$ cat config.mk
export PLATFORM = sky130hd
export DESIGN_NAME = transaction_control_service
export DESIGN_NICKNAME = d
export VERILOG_FILES = /design/src/logic/tc_pkg.sv /design/src/logic/transaction_control_service.sv
export VERILOG_INCLUDE_DIRS = /design/src /design/src/logic
export SDC_FILE = /design/constraint.sdc
export NUM_CORES = 1
export LEC_CHECK = 0
export ABC_AREA = 1
export ABC_CLOCK_PERIOD_IN_PS = 3200
export BUFFER_PORTS_ARGS = -buffer_cell sky130_fd_sc_hd__clkbuf_2
export CELL_PAD_IN_SITES_DETAIL_PLACEMENT = 1
export CELL_PAD_IN_SITES_GLOBAL_PLACEMENT = 2
export CORE_ASPECT_RATIO = 1.25
export CORE_MARGIN = 4
export CORE_UTILIZATION = 36
export DETAILED_ROUTE_END_ITERATION = 7
export GPL_TIMING_DRIVEN = 0
export PLACE_DENSITY = 0.79
export SLEW_MARGIN = 15
export SYNTH_ARGS = -nofsm -noshare
export SYNTH_HDL_FRONTEND = slang
export SYNTH_SLANG_ARGS = --single-unit
$ cat constraint.sdc
create_clock -name clk_i -period 3.2 [get_ports clk_i]
set_input_delay 0.96 -clock clk_i [delete_from_list [all_inputs] [get_ports clk_i]]
set_output_delay 0.96 -clock clk_i [all_outputs]
set_load 0.005 [all_outputs]
$ cat src/logic/tc_consts.svh
`ifndef TC_CONSTS_SVH
`define TC_CONSTS_SVH
`define TC_ROUTER_CMD 16'h0400
`define TC_ROUTER_RSP 16'h8400
`define TC_ROUTER_STAT 16'h8300
`define TC_LEN_CMD 16'h0004
`define TC_LEN_RSP 16'h0006
`define TC_LEN_STAT 16'h0026
`define TC_RC_OK 16'h0000
`define TC_RC_BAD_LEN 16'h0001
`define TC_RC_BAD_ROUTER 16'h0002
`define TC_RC_BAD_SUB 16'h0003
`define TC_ADR_CMD_END 12'h010
`define TC_ADR_EXEC 12'h040
`define TC_ADR_STATE 12'h044
`define TC_ADR_RSP 12'h100
`define TC_RSP_BYTES 12'h098
`define TC_RSP_WORDS 38
`define TC_STAT_FIRST 4
`define TC_STAT_LAST 23
`define TC_ARM_WORD 20
`endif

$ cat src/logic/tc_pkg.sv
package tc_pkg;
  typedef enum logic [15:0] {
    SUB_END_BATCH = 16'h0004,
    SUB_END_TXN = 16'h0005,
    SUB_START = 16'h0006,
    SUB_STOP = 16'h0007,
    SUB_READ_STAT = 16'h0008,
    SUB_CLR_BOTH = 16'h0009,
    SUB_CLR_BATCH = 16'h000A,
    SUB_CLR_PFAIL = 16'h000B,
    SUB_CLR_PROG = 16'h000C
  } sub_e;

  // synchronised device-side status pins
  typedef struct packed {
    logic [3:0] arm_pos;
    logic txn_lock;
    logic storage_full;
    logic standby;
    logic print_queued;
    logic prog_check;
    logic prog_mode;
    logic proving;
    logic inj_auth;
    logic flowing;
    logic valve_delay;
    logic start_stop_delay;
    logic alarm;
    logic prog_changed;
    logic power_fail;
    logic batch_complete;
    logic authorize;
    logic start_key;
  } dev_status_s;

  typedef struct packed {
    logic valve_open;
    logic pump_run;
    logic authorized;
    logic valve_close;
    logic discard_batch;
  } dev_ctl_s;
endpackage

$ cat src/logic/transaction_control_service.sv
// Notes on behaviour
// - commands carry count in word 0, router 0x0400 in word 1, sub in word 2
// - end batch drops undelivered volume and ends the batch
// - end batch closes the valve unless already commanded closed
// - end transaction ends it, removes authorization, marks it done
// - remote start acts exactly like the local start key
// - remote stop shuts valve and pump whether or not product flows
// - a stopped batch resumes only by start key or remote start
// - subs up to 7 answer: count 6, router 0x8400, return code, echo
// - sub 8 in a four-word packet requests the status flag answer
// - status answer: count 38, router 0x8300, return code, echo, flags
// - flags read zero false, nonzero true; words 4 to 8 listed
// - words 9 to 13: delays, flowing, injectors, proving
// - words 14 to 19: alarm, program states, power fail, print queued
// - word 20 arm position; words 21 to 23 standby, storage, lock
// - sub 9 clears transaction done and batch done
// - sub 10 clears batch done only
// - sub 11 clears power fail occurred
// - clear subs answer six words with router 0x8400 and echo
// - sub 12 clears program value changed, six-word answer
`include "tc_consts.svh"

module transaction_control_service
  import tc_pkg::*;
(
  input wire logic clk_i,
  input wire logic rst_i,
  input wire logic cyc_i,
  input wire logic stb_i,
  input wire logic we_i,
  input wire logic [11:0] adr_i,
  input wire logic [31:0] dat_i,
  input wire logic [3:0] sel_i,
  output logic [31:0] dat_o,
  output logic ack_o,
  input wire dev_status_s dev_i,
  output dev_ctl_s ctl_o
);

  dev_status_s s1_reg, s2_reg, s3_reg, dev_reg, prev_reg, rise;
  logic ack_reg;
  logic [31:0] dat_reg;
  logic [15:0] cmd_mem [0:3];
  logic [15:0] resp_mem [0:`TC_RSP_WORDS-1];
  logic [15:0] rsp_w [0:`TC_RSP_WORDS-1];
  logic [15:0] rc_reg;
  dev_ctl_s ctl_reg;
  logic authorized_reg, paused_reg, txn_active_reg;
  logic batch_done_reg, txn_done_reg, pfail_reg, pchg_reg;
  logic req, acc, exec_go, cmd_ok, start_evt, halt;
  logic do_eb, do_et, do_start, do_stop, do_stat;
  logic do_clr_both, do_clr_batch, do_clr_pf, do_clr_pg;
  logic [15:0] sub, rc_w;
  logic [11:0] roff;
  logic [31:0] rdata;
  logic [19:0] flags_w;

  // three-stage pin capture; a bit moves only once stages two and three agree
  always_ff @(posedge clk_i) begin
    if (rst_i) begin
      s1_reg <= '0;
      s2_reg <= '0;
      s3_reg <= '0;
      dev_reg <= '0;
      prev_reg <= '0;
    end else begin
      s1_reg <= dev_i;
      s2_reg <= s1_reg;
      s3_reg <= s2_reg;
      dev_reg <= (s2_reg & s3_reg) | (dev_reg & (s2_reg ^ s3_reg));
      prev_reg <= dev_reg;
    end
  end
  assign rise = dev_reg & ~prev_reg;

  // wishbone: ack one cycle after the request, writes land on the ack edge
  assign req = cyc_i & stb_i;
  assign acc = req & ack_reg;
  assign exec_go = acc & we_i & sel_i[0] & (adr_i == `TC_ADR_EXEC);

  always_ff @(posedge clk_i) begin
    if (rst_i) begin
      ack_reg <= 1'b0;
      dat_reg <= '0;
    end else begin
      ack_reg <= req & ~ack_reg;
      if (req & ~ack_reg) begin
        dat_reg <= rdata;
      end
    end
  end
  assign ack_o = ack_reg;
  assign dat_o = dat_reg;

  assign roff = adr_i - `TC_ADR_RSP;
  always_comb begin
    rdata = '0;
    if (adr_i < `TC_ADR_CMD_END) begin
      rdata = {16'h0000, cmd_mem[adr_i[3:2]]};
    end else if (adr_i == `TC_ADR_STATE) begin
      rdata = {rc_reg, 8'h00, pchg_reg, pfail_reg, txn_done_reg, batch_done_reg,
               txn_active_reg, paused_reg, ctl_reg.valve_open, authorized_reg};
    end else if (adr_i >= `TC_ADR_RSP && roff < `TC_RSP_BYTES) begin
      rdata = {16'h0000, resp_mem[roff[7:2]]};
    end
  end

  always_ff @(posedge clk_i) begin
    if (rst_i) begin
      for (int i = 0; i < 4; i++) begin
        cmd_mem[i] <= '0;
      end
    end else if (acc & we_i & (adr_i < `TC_ADR_CMD_END)) begin
      if (sel_i[0]) begin
        cmd_mem[adr_i[3:2]][7:0] <= dat_i[7:0];
      end
      if (sel_i[1]) begin
        cmd_mem[adr_i[3:2]][15:8] <= dat_i[15:8];
      end
    end
  end

  // packet check; anything failing it is answered but changes nothing
  assign sub = cmd_mem[2];
  always_comb begin
    rc_w = `TC_RC_OK;
    if (cmd_mem[1] != `TC_ROUTER_CMD) begin
      rc_w = `TC_RC_BAD_ROUTER;
    end else if (cmd_mem[0] != `TC_LEN_CMD) begin
      rc_w = `TC_RC_BAD_LEN;
    end else if (sub < SUB_END_BATCH || sub > SUB_CLR_PROG) begin
      rc_w = `TC_RC_BAD_SUB;
    end
  end
  assign cmd_ok = (rc_w == `TC_RC_OK);
  assign do_eb = exec_go & cmd_ok & (sub == SUB_END_BATCH);
  assign do_et = exec_go & cmd_ok & (sub == SUB_END_TXN);
  assign do_start = exec_go & cmd_ok & (sub == SUB_START);
  assign do_stop = exec_go & cmd_ok & (sub == SUB_STOP);
  assign do_stat = exec_go & cmd_ok & (sub == SUB_READ_STAT);
  assign do_clr_both = exec_go & cmd_ok & (sub == SUB_CLR_BOTH);
  assign do_clr_batch = exec_go & cmd_ok & (sub == SUB_CLR_BATCH);
  assign do_clr_pf = exec_go & cmd_ok & (sub == SUB_CLR_PFAIL);
  assign do_clr_pg = exec_go & cmd_ok & (sub == SUB_CLR_PROG);

  assign start_evt = rise.start_key | do_start;
  assign halt = do_stop | do_eb | do_et | rise.batch_complete;

  always_ff @(posedge clk_i) begin
    if (rst_i) begin
      authorized_reg <= 1'b0;
      txn_active_reg <= 1'b0;
    end else if (do_et) begin
      authorized_reg <= 1'b0;
      txn_active_reg <= 1'b0;
    end else begin
      authorized_reg <= authorized_reg | rise.authorize;
      txn_active_reg <= txn_active_reg | (start_evt & authorized_reg);
    end
  end

  // valve and pump follow the run state; a stop always wins over a start
  always_ff @(posedge clk_i) begin
    if (rst_i) begin
      ctl_reg <= '0;
      paused_reg <= 1'b0;
    end else begin
      ctl_reg.authorized <= authorized_reg & ~do_et;
      ctl_reg.discard_batch <= do_eb;
      ctl_reg.valve_close <= halt & ctl_reg.valve_open;
      if (halt) begin
        ctl_reg.valve_open <= 1'b0;
        ctl_reg.pump_run <= 1'b0;
        paused_reg <= do_stop & ctl_reg.valve_open;
      end else if (start_evt & authorized_reg & ~txn_done_reg) begin
        ctl_reg.valve_open <= 1'b1;
        ctl_reg.pump_run <= 1'b1;
        paused_reg <= 1'b0;
      end
    end
  end
  assign ctl_o = ctl_reg;

  // sticky flags: a hardware set in the same cycle as a clear is kept
  always_ff @(posedge clk_i) begin
    if (rst_i) begin
      batch_done_reg <= 1'b0;
      txn_done_reg <= 1'b0;
      pfail_reg <= 1'b0;
      pchg_reg <= 1'b0;
    end else begin
      batch_done_reg <= do_eb | do_et | rise.batch_complete |
                        (batch_done_reg & ~(do_clr_both | do_clr_batch));
      txn_done_reg <= do_et | (txn_done_reg & ~do_clr_both);
      pfail_reg <= rise.power_fail | (pfail_reg & ~do_clr_pf);
      pchg_reg <= rise.prog_changed | (pchg_reg & ~do_clr_pg);
    end
  end

  // flag words 4..23 in order; word 20 is carried separately
  assign flags_w = {dev_reg.txn_lock, dev_reg.storage_full, dev_reg.standby, 1'b0,
                    dev_reg.print_queued, pfail_reg, pchg_reg, dev_reg.prog_check,
                    dev_reg.prog_mode, dev_reg.alarm, dev_reg.proving, dev_reg.inj_auth,
                    dev_reg.flowing, dev_reg.valve_delay, dev_reg.start_stop_delay,
                    txn_done_reg, batch_done_reg, txn_active_reg, ctl_reg.valve_open,
                    authorized_reg};

  always_comb begin
    for (int i = 0; i < `TC_RSP_WORDS; i++) begin
      rsp_w[i] = '0;
    end
    rsp_w[2] = rc_w;
    rsp_w[3] = sub;
    if (do_stat) begin
      rsp_w[0] = `TC_LEN_STAT;
      rsp_w[1] = `TC_ROUTER_STAT;
      for (int i = `TC_STAT_FIRST; i <= `TC_STAT_LAST; i++) begin
        rsp_w[i] = {15'h0000, flags_w[i-`TC_STAT_FIRST]};
      end
      rsp_w[`TC_ARM_WORD] = {12'h000, dev_reg.arm_pos};
    end else begin
      rsp_w[0] = `TC_LEN_RSP;
      rsp_w[1] = `TC_ROUTER_RSP;
    end
  end

  // the answer is a snapshot taken on the execute edge
  always_ff @(posedge clk_i) begin
    if (rst_i) begin
      rc_reg <= '0;
      for (int i = 0; i < `TC_RSP_WORDS; i++) begin
        resp_mem[i] <= '0;
      end
    end else if (exec_go) begin
      rc_reg <= rc_w;
      for (int i = 0; i < `TC_RSP_WORDS; i++) begin
        resp_mem[i] <= rsp_w[i];
      end
    end
  end

  property p_eb_done;
    @(posedge clk_i) disable iff (rst_i)
    do_eb |=> batch_done_reg && !ctl_reg.valve_open && ctl_reg.discard_batch;
  endproperty
  a_eb_done: assert property (p_eb_done) else $error("end batch not applied");

  property p_eb_close;
    @(posedge clk_i) disable iff (rst_i)
    do_eb |=> ctl_reg.valve_close == $past(ctl_reg.valve_open);
  endproperty
  a_eb_close: assert property (p_eb_close) else $error("valve close wrong");

  property p_et;
    @(posedge clk_i) disable iff (rst_i)
    do_et |=> !authorized_reg && txn_done_reg && !txn_active_reg ##1 !ctl_reg.authorized;
  endproperty
  a_et: assert property (p_et) else $error("end transaction not applied");

  property p_start;
    @(posedge clk_i) disable iff (rst_i)
    start_evt && !halt && authorized_reg && !txn_done_reg |=> ctl_reg.valve_open;
  endproperty
  a_start: assert property (p_start) else $error("start did not open valve");

  property p_stop;
    @(posedge clk_i) disable iff (rst_i)
    do_stop |=> !ctl_reg.valve_open && !ctl_reg.pump_run;
  endproperty
  a_stop: assert property (p_stop) else $error("stop left valve or pump on");

  property p_resume;
    @(posedge clk_i) disable iff (rst_i)
    $rose(ctl_reg.valve_open) |-> $past(start_evt);
  endproperty
  a_resume: assert property (p_resume) else $error("valve opened without start");

  property p_rsp6;
    @(posedge clk_i) disable iff (rst_i)
    exec_go && !do_stat |=> resp_mem[0] == `TC_LEN_RSP && resp_mem[1] == `TC_ROUTER_RSP
      && resp_mem[3] == $past(sub);
  endproperty
  a_rsp6: assert property (p_rsp6) else $error("short answer malformed");

  property p_stat;
    @(posedge clk_i) disable iff (rst_i)
    do_stat |=> resp_mem[0] == `TC_LEN_STAT && resp_mem[1] == `TC_ROUTER_STAT
      && (resp_mem[7] != 16'h0000) == $past(batch_done_reg)
      && (resp_mem[18] != 16'h0000) == $past(pfail_reg);
  endproperty
  a_stat: assert property (p_stat) else $error("status answer malformed");

  property p_clr_batch;
    @(posedge clk_i) disable iff (rst_i)
    do_clr_batch && !rise.batch_complete |=> !batch_done_reg
      && txn_done_reg == $past(txn_done_reg);
  endproperty
  a_clr_batch: assert property (p_clr_batch) else $error("batch clear wrong");

  property p_bad;
    @(posedge clk_i) disable iff (rst_i)
    exec_go && !cmd_ok && !rise.start_key && !rise.batch_complete |=>
      resp_mem[2] != `TC_RC_OK && $stable(ctl_reg.valve_open) && $stable(txn_done_reg);
  endproperty
  a_bad: assert property (p_bad) else $error("bad packet acted on");

  property p_sticky;
    @(posedge clk_i) disable iff (rst_i)
    pfail_reg && !do_clr_pf |=> pfail_reg;
  endproperty
  a_sticky: assert property (p_sticky) else $error("power fail flag lost");

  property p_clr_both;
    @(posedge clk_i) disable iff (rst_i)
    do_clr_both && !rise.batch_complete |=> !batch_done_reg && !txn_done_reg;
  endproperty
  a_clr_both: assert property (p_clr_both) else $error("flags not cleared");

  property p_clr_pf;
    @(posedge clk_i) disable iff (rst_i)
    do_clr_pf && !rise.power_fail |=> !pfail_reg;
  endproperty
  a_clr_pf: assert property (p_clr_pf) else $error("power fail not cleared");

  property p_clr_pg;
    @(posedge clk_i) disable iff (rst_i)
    do_clr_pg && !rise.prog_changed |=> !pchg_reg;
  endproperty
  a_clr_pg: assert property (p_clr_pg) else $error("program change not cleared");

  property p_pf_set;
    @(posedge clk_i) disable iff (rst_i)
    rise.power_fail |=> pfail_reg;
  endproperty
  a_pf_set: assert property (p_pf_set) else $error("power fail set lost");

  c_stop_resume: cover property (@(posedge clk_i) disable iff (rst_i)
    do_stop && ctl_reg.valve_open ##[1:50] do_start);
  c_stat: cover property (@(posedge clk_i) disable iff (rst_i) do_stat && pfail_reg);
  c_bad: cover property (@(posedge clk_i) disable iff (rst_i) exec_go && !cmd_ok);
  c_clr_race: cover property (@(posedge clk_i) disable iff (rst_i)
    do_clr_pf && rise.power_fail);

endmodule // transaction_control_service

Word-level counts from Yosys, hierarchy flattened
Memories as Yosys holds them, arrays and structs flattened.
Index checks and enable logic that the tools add are counted.
- flip-flop bits (word level): 149
- RAM bits: 672
- input port bits: 74
- word-level logic and storage cells: 273
- memories kept: 2
- memories (memory ; words ; width ; rd ports ; clocked after memory_dff ; wr ports ; line ; source):
    resp_mem ; 38 ; 16 ; 1 ; 0 ; 38 ; transaction_control_service.sv:44 ; logic [15:0] resp_mem [0:`TC_RSP_WORDS-1];
    cmd_mem ; 4 ; 16 ; 4 ; 0 ; 4 ; transaction_control_service.sv:43 ; logic [15:0] cmd_mem [0:3];
- add/sub/neg operators: 1
- order comparisons: 5
- equal/unequal tests: 13
- muxes and demuxes: 64
- bitwise operators: 90
- reductions and logical operators: 7
- operators by type and width (cell ; count):
    16-bit two-way mux ; 40
    305-bit two-way mux ; 1
    16-bit by 4-bit equality test with 1-bit output, second input constant ; 5
    16-bit by 3-bit equality test with 1-bit output, second input constant ; 4
    32-bit two-way mux ; 2
    1-bit OR ; 51
    21-bit AND ; 2
    1-bit AND ; 26
    12-bit by 7-bit equality test with 1-bit output, second input constant ; 2
    22-bit two-way mux ; 1
    21-bit OR ; 1
    21-bit bitwise XOR ; 1
    16-bit by 4-bit greater-than comparator with 1-bit output, second input constant ; 1
    16-bit logical NOT ; 1
    16-bit by 3-bit less-than comparator with 1-bit output, second input constant ; 1
    16-bit by 11-bit != test with 1-bit output, second input constant ; 1
    16-bit by 3-bit != test with 1-bit output, second input constant ; 1
    16-bit OR reduction ; 1
    1-bit two-way mux ; 15
    12-bit by 9-bit >= comparator with 1-bit output, second input constant ; 1
    12-bit by 5-bit less-than comparator with 1-bit output, second input constant ; 1
    12-bit by 8-bit less-than comparator with 1-bit output, second input constant ; 1
    12-bit by 9-bit subtractor with 12-bit output, second input constant ; 1
    2-bit two-way mux ; 5
    7 further kinds ; 14

Longest topological paths before layout
Gate-level depths: netlist of run 1.
An unclocked memory read counts as a cell.
- depth after elaboration: 14
- depth in mapped cells: 13
- mapped depth without buffers: 13

Least setup slack after synthesis of run 1
No wires, ideal clock.
- kind: input port to flip-flop
- start: input rst_i
- end: register rc_reg[0]
- setup time: 0.132 ns
- data arrival time: 2.754 ns
- slack: 0.314 ns
- stages: 7
- buffers on the path: 2
- path through: clkbuf_1 -> inv_1 -> clkbuf_1 -> nand2_1 -> inv_1 -> nand2_1 -> o21ai_0
- RTL lines (what ; line ; source):
    start, declared ; transaction_control_service.sv:27 ; input wire logic rst_i,
    end signal, assigned ; transaction_control_service.sv:235 ; rc_reg <= rc_w;
    end, declared ; transaction_control_service.sv:46 ; logic [15:0] rc_reg;

==> results of run 1 <==
[through the flow]
step / std cells / total power [W]
4_1_cts: 1527 / 0.00627
3_3_place_gp: 1481 / 0.00357
3_5_place_dp: 1482 / 0.00358
5_1_grt: 1526 / 0.00644
6_report: 1526 / 0.00620
2_1_floorplan: 1063 / 0.00343
[power breakdown]
part | internal (W) | leakage [nW] | switching (W)
Sequential | 0.00315 | 2.09 | 0.0000403
Combinational | 0.000105 | 2.29 | 0.000218
Clock | 0.00155 | 0.392 | 0.00114
[cell families after synthesis]
family	after synthesis
buffers and inverters	223
AOI/OAI and AO/OA	121
DFF	229
adders and majority gates	21
and+or+nand+nor	455
other	1
[worst max path at each step]
stage                     startpoint                           end
after floorplan                rst_i        rc_reg[0]$_SDFFE_PP0P_
after global placement         rst_i        rc_reg[1]$_SDFFE_PP0P_
after detailed placement    adr_i[3]  cmd_mem[0][14]$_SDFFCE_PN0P_
after CTS                   adr_i[3]  cmd_mem[0][11]$_SDFFCE_PN0P_
after global routing       adr_i[10]   cmd_mem[0][4]$_SDFFCE_PN0P_
final                      adr_i[10]   cmd_mem[0][4]$_SDFFCE_PN0P_
[layout make-up]
| type | count | share of cell area [%] |
|---|---|---|
| flip-flops and latches | 229 | 50.0 |
| multi-input cells | 611 | 27.6 |
| clock buffers | 34 | 6.21 |
| inverters | 173 | 5.74 |
| well taps | 340 | 3.76 |
| repair buffers | 79 | 3.63 |
| plain buffers | 49 | 2.49 |
| clock inverters | 11 | 0.597 |
[cells in the mapped netlist (all sizes together)]
library cell / number / area [um^2]
o32ai: 1 / 8.76
clkbuf: 20 / 75.1
o31ai: 1 / 7.51
inv: 171 / 642
a221oi: 1 / 8.76
ha: 21 / 263
o21ai: 20 / 100
a211oi: 1 / 7.51
edfxtp: 107 / 3210
nand4: 10 / 62.6
a22oi: 18 / 135
or2: 2 / 12.5
o211ai: 9 / 67.6
a211o: 4 / 35.0
conb: 1 / 3.75
buf: 30 / 210
o2111ai: 8 / 70.1
a21boi: 1 / 7.51
nor3: 19 / 106
nor4: 2 / 12.5
a21oi: 53 / 273
a31oi: 2 / 12.5
a22o: 1 / 8.76
nand3: 39 / 200
clkinv: 2 / 7.51
nor2: 240 / 1120
o22ai: 1 / 6.26
dfxtp: 122 / 2440
and3: 1 / 6.26
nand2: 142 / 546
[placed cells by master (no fill, tap or decap), types with 18 or more instances in the layout]
cell / Yosys / routed
a21oi_1: 51 / 51
a22oi_1: 18 / 18
clkbuf_1: 20 / 23
clkbuf_16: 0 / 26
clkbuf_2: 0 / 80
dfxtp_1: 122 / 122
edfxtp_1: 107 / 107
ha_1: 21 / 21
inv_1: 165 / 165
nand2_1: 137 / 136
nand3_1: 38 / 38
nor2_1: 204 / 204
nor2_4: 25 / 25
nor3_1: 18 / 18
o21ai_0: 20 / 20
[critical path, cell delays in order]
cell      delay (ns)
clkbuf_2        0.08
nor2_1          0.16
nand2_2         0.14
nor2_4          0.22
nand3_1         0.16
a21oi_2         0.41
inv_2           0.17
nor3_4          0.33
or2_1           0.37
[routing by layer]
metal / GRT usage, % / part of all wire, %
met3: 2.40 / 4.4
met5: 0 / 0
met4: 7.65 / 3.8
met2: 31.9 / 50
met1: 21.5 / 41
==> qor.csv, run 1 <==
stage,metric,value,unit
floorplanning,row cnt,66,
synth,Mapped Cells,1050,
power,Static Leak,4.77,nW
placement,placed cell area,0.0106,mm^2
critical_path,reg-to-reg startpoint,ack_o$_SDFF_PP0_,
final_layout,max reg flops,64,
drt,DR vias/cell,4.68,
min_path,Hold EP,s2_reg[11]$_SDFF_PP0_,
synth,area share of fa/ha/maj cells after synthesis,2.72,%
sta,final setup violating endpoints,0,
final_layout,fill count,3099,
drt,drt pass-1 iters,4,
final_layout,biggest regs,"cmd_mem: 64 flops, resp_mem: 44 flops",
clock_network,clk_lat worst skew,0.51,ns
global_routing,vias in the first global route,7605,
power,PwrDens,547,mW/mm^2
clock_network,CTS buffer count,25,
placement,post-detail-place hpwl,20300,um
critical_path,"Data arrival, critical path",3.02,ns
placement,pre-CTS setup slack,-0.442,ns
clock_network,Hold Buf Count CTS,0,
synth,post-synthesis xor/xnor area fraction,0,%
final_layout,final core occ,43.1,%
clock_network,H-tree levels,1,
sta,Tmin final,2.86,ns
critical_path,reg-to-reg endpoint,cmd_mem[0][4]$_SDFFCE_PN0P_,
drt,First DRT Iteration DRCs,287,
final_layout,diode count,0,
placement,IO buf count,78,
clock_network,Clock Tree Buf Depth,3,
final_layout,area of the multi-input gates,0.00313,mm^2
global_routing,All-Layer GR Usage,17.9,%
flow_run,number of max-cap violations,0,
floorplanning,I/O Pins,112,
sta,fin worst setup slack,0.343,ns
clock_network,quantity of gates resized following cts,0,
sta,Final Cycle Share,89.3,%
global_routing,global-route wire length before repair,41300,um
final_layout,layout cells sized above 1,16.9,%
critical_path,Reg2Reg Depth,7,
floorplanning,DIE AREA,0.0296,mm^2
drt,drt drc,0,
sta,hold_ws,0.397,ns
drt,Vias,7138,
sta,setup TNS,0,ns
synth,count of different cell masters after synthesis,42,
synth,Post-Syn Area,0.00967,mm^2
critical_path,Critical Path End Type,flip-flop,
sta,Worst Skew,0.0123,ns
critical_path,FF-to-FF setup slack,0.69,ns
clock_network,Clk Tree Root Cell,clkbuf_16,
min_path,min-delay worst type,reg2reg,
synth,average size of a mapped cell,9.21,um^2
final_layout,area grow syn2layout,17.1,%
clock_network,CTS tree,built,
sta,Worst-Margin Slew,0.884,ns
clock_network,Clock transition at path regs,0.06,ns
final_layout,Largest Register,cmd_mem,
synth,Yosys Warn Count,0,
global_routing,antenna violations before repair,0,
clock_network,post-CTS setup buffer count,0,
drt,remaining antenna violation count after routing,0,
sta,maximum clock rate,0.350,GHz
floorplanning,core footprint,0.0263,mm^2
synth,Compound-Gate Fraction of Synth Area,7.74,%
global_routing,largest net degree at the start of global routing,27,
sta,"Hold Vio Cnt, Final",0,
synth,largest family of logic cells by synthesized area,simple AND/OR/NAND/NOR gates,
placement,routability cong.,0.838,
critical_path,largest fanout on the critical path,9,
drt,WL per Instance,17.2,um
synth,post-synthesis simple-gate area fraction,21.3,%
outcome,status,"finished, final reports clean",
min_path,Hold Path Stages,2,
drt,Routed WL,26200,um
synth,flip-flop and latch count after synthesis,229,
final_layout,Nets,1263,
power,VDD IR-drop max,0.000375,V
sta,RSZ-0062 raised after global routing,no,
clock_network,clk sink count,229,
critical_path,Startpoint Class,input pin,
floorplanning,die span in x,155,um
final_layout,design area,0.0113,mm^2
synth,register area share after synthesis,58.5,%
floorplanning,Initial Util,36.8,%
critical_path,Worst Path Required,3.36,ns
synth,multiplexer area fraction after synthesis,0,%
sta,max-slew violation count,0,
floorplanning,die height,191,um
min_path,HP Start,s1_reg[11]$_SDFF_PP0_,
sta,Slew Limit Headroom,41.0,%
final_layout,register area,0.00566,mm^2
critical_path,kind of critical path,in2reg,
global_routing,GRT overflow,0,
No activity file was read; power rests on OpenSTA's default activity.
==> run 2: changes to the inputs <==
--- a/config.mk
+++ b/config.mk
@@ -12,7 +12,6 @@
 export CELL_PAD_IN_SITES_DETAIL_PLACEMENT = 1
 export CELL_PAD_IN_SITES_GLOBAL_PLACEMENT = 2
 export CORE_ASPECT_RATIO = 1.25
-export CORE_MARGIN = 4
 export CORE_UTILIZATION = 36
 export DETAILED_ROUTE_END_ITERATION = 7
 export GPL_TIMING_DRIVEN = 0
==> run 2 against run 1 <==
Net effect:
- total power fell by 0.24%
- utilization grew 0.088 points
- clock skew up 0.011 ns
- combinational power about the same
- wire length fell by 1.7%
- worst hold slack improved by 0.0038 ns
- sequential power about the same
- cell count decreased by 0.13%
- global-route usage up 1.6 points
- register-to-register slack about the same
- design area is 0.11% lower
==> qor.csv, run 2 (synthesized netlist as in run 1, its figures left out) <==
stage,metric,value,unit,change
critical_path,"Data arrival, critical path",3.03,ns,about the same
power,PwrDens,547,mW/mm^2,-0.13%
sta,Tmin final,2.86,ns,+0.00311 ns
critical_path,Worst Path Required,3.37,ns,about the same
clock_network,H-tree levels,1,,unchanged
sta,Slew Limit Headroom,39.2,%,-1.9 points
floorplanning,Initial Util,36.9,%,+0.12 points
sta,Worst-Margin Slew,0.912,ns,+0.0279 ns
final_layout,Nets,1262,,-0.079%
critical_path,kind of critical path,in2reg,,
global_routing,vias in the first global route,7249,,-4.7%
final_layout,diode count,0,,unchanged
final_layout,max reg flops,64,,unchanged
power,Total Power,0.00618,W,-0.24%
drt,DR vias/cell,4.70,,+0.55%
sta,RSZ-0062 raised after global routing,no,,
drt,WL per Instance,16.9,um,-1.6%
drt,Vias,7168,,+0.42%
global_routing,global-route wire length before repair,40400,um,-2.1%
drt,drt drc,0,,unchanged
critical_path,Startpoint Class,input pin,,
drt,Routed WL,25800,um,-1.7%
min_path,min-delay worst type,reg2reg,,
clock_network,clk sink count,229,,unchanged
drt,First DRT Iteration DRCs,272,,-5.2%
final_layout,design area,0.0113,mm^2,-0.11%
clock_network,CTS buffer count,24,,-4.0%
floorplanning,DIE AREA,0.0275,mm^2,-6.9%
floorplanning,row cnt,66,,unchanged
sta,Worst Skew,0.0229,ns,+0.0106 ns
clock_network,Clock Tree Buf Depth,3,,unchanged
final_layout,fill count,3059,,-1.3%
power,VDD IR-drop max,0.000346,V,-7.8%
clock_network,clk_lat worst skew,0.53,ns,+0.02 ns
sta,max-slew violation count,0,,unchanged
flow_run,number of max-cap violations,0,,unchanged
power,Static Leak,4.75,nW,-0.37%
critical_path,Reg2Reg Depth,7,,unchanged
final_layout,most frequent cells in the layout,"nor2_1 (204), inv_1 (165), nand2_1 (136)",,
outcome,status,"finished, final reports clean",,
final_layout,"most common cell after layout, fill and taps aside",nor2_1,,
sta,"Hold Vio Cnt, Final",0,,unchanged
clock_network,Clk Tree Root Cell,clkbuf_16,,
sta,final setup violating endpoints,0,,unchanged
clock_network,post-CTS setup buffer count,0,,unchanged
floorplanning,die span in x,149,um,-3.9%
global_routing,largest net degree at the start of global routing,30,,+11%
final_layout,Largest Register,cmd_mem,,
global_routing,GRT overflow,0,,unchanged
drt,drt pass-1 iters,5,,+1
floorplanning,core footprint,0.0262,mm^2,-0.31%
final_layout,area grow syn2layout,17.0,%,
placement,placed cell area,0.0106,mm^2,unchanged
sta,Final Cycle Share,89.4,%,+0.097 points
clock_network,Clock transition at path regs,0.06,ns,about the same
min_path,Hold Path Stages,2,,unchanged
global_routing,antenna violations before repair,0,,unchanged
placement,IO buf count,78,,unchanged
clock_network,Hold Buf Count CTS,0,,unchanged
floorplanning,I/O Pins,112,,unchanged
clock_network,CTS tree,built,,
final_layout,layout cells sized above 1,16.5,%,-0.39 points
global_routing,All-Layer GR Usage,19.4,%,+1.6 points
final_layout,biggest regs,"cmd_mem: 64 flops, resp_mem: 44 flops",,
critical_path,largest fanout on the critical path,9,,unchanged
drt,remaining antenna violation count after routing,0,,unchanged
sta,maximum clock rate,0.350,GHz,-0.11%
placement,routability cong.,0.865,,+3.2%
placement,post-detail-place hpwl,19800,um,-2.1%
floorplanning,die height,185,um,-3.1%
critical_path,Critical Path End Type,flip-flop,,
-- run 2: cell types whose count changed in the layout (fill, tap and decap cells not counted) --
cell	change
clkbuf_8	+2
inv_4	-1
clkbuf_1	+3
clkinv_2	-3
clkbuf_4	+2
a21oi_4	+1
clkbuf_2	-2
clkbuf_16	-1
a21oi_2	-1
clkinv_4	-2
-- run 2: area by class of cell --
cell class                      instances  area [um^2]  share of cell area (%)
Sequential cell                       229         5660                    50.0
Buffer                                 49          282                    2.49
Tap cell                              340          425                    3.76
Multi-Input combinational cell        611         3140                    27.7
Clock buffer                           38          722                    6.38
Timing Repair Buffer                   79          410                    3.63
Inverter                              173          649                    5.74
Clock inverter                          5         28.8                   0.254
-- run 2: worst max-delay path: stages --
cell and delay, ns:
clkbuf_2 0.12, nor2_1 0.18, nand2_2 0.14, nor2_4 0.21, nand3_1 0.20, a21oi_4 0.33
inv_2 0.16, nor3_4 0.34, or2_1 0.38
-- run 2: power breakdown --
| part | switching (W) | total [W] | internal [W] |
|---|---|---|---|
| logic | 0.000218 | 0.000324 | 0.000105 |
| registers | 0.0000395 | 0.00319 | 0.00315 |
| clock network | 0.00113 | 0.00267 | 0.00154 |
| total | 0.00138 | 0.00618 | 0.00480 |
-- run 2: path summary, 6_finish.rpt --
kind,start,end,slack (ns)
setup / recovery,adr_i[7],cmd_mem[0][1]$_SDFFCE_PN0P_,0.34
hold / removal,s1_reg[10]$_SDFF_PP0_,s2_reg[10]$_SDFF_PP0_,0.40
setup reg to reg,ack_o$_SDFF_PP0_,cmd_mem[0][1]$_SDFFCE_PN0P_,0.69
hold reg to reg,s1_reg[10]$_SDFF_PP0_,s2_reg[10]$_SDFF_PP0_,0.40
-- run 2: metal layers --
metal	share of wire, %	vias up	GRT usage (%)
met4	2.9	0	6.85
li1	-	3577	-
met2	52	154	35.7
met1	41	3392	22.9
met3	3.7	45	2.54
met5	0	-	0
-- run 2: metrics by stage --
| step | util (%) | TNS [ns] | worst slack, ns | hold WS [ns] | instances |
|---|---|---|---|---|---|
| floorplan | - | 0 | 0.314 | 0.388 | 1063 |
| global placement | 40.2 | -39.41 | -0.595 | 0.392 | 1481 |
| detailed placement | 40.3 | -11.41 | -0.385 | 0.396 | 1482 |
| CTS | 43.2 | 0 | 0.132 | 0.405 | 1525 |
| global route | 43.2 | 0 | 0.136 | 0.419 | 1524 |
| finish | 43.2 | 0 | 0.340 | 0.401 | 1524 |
-- run 2: what timing repair did --
item,CTS,global route
endpoints found under the setup margin,0,11
resized for setup,0,1
hold endpoints to repair,0,0
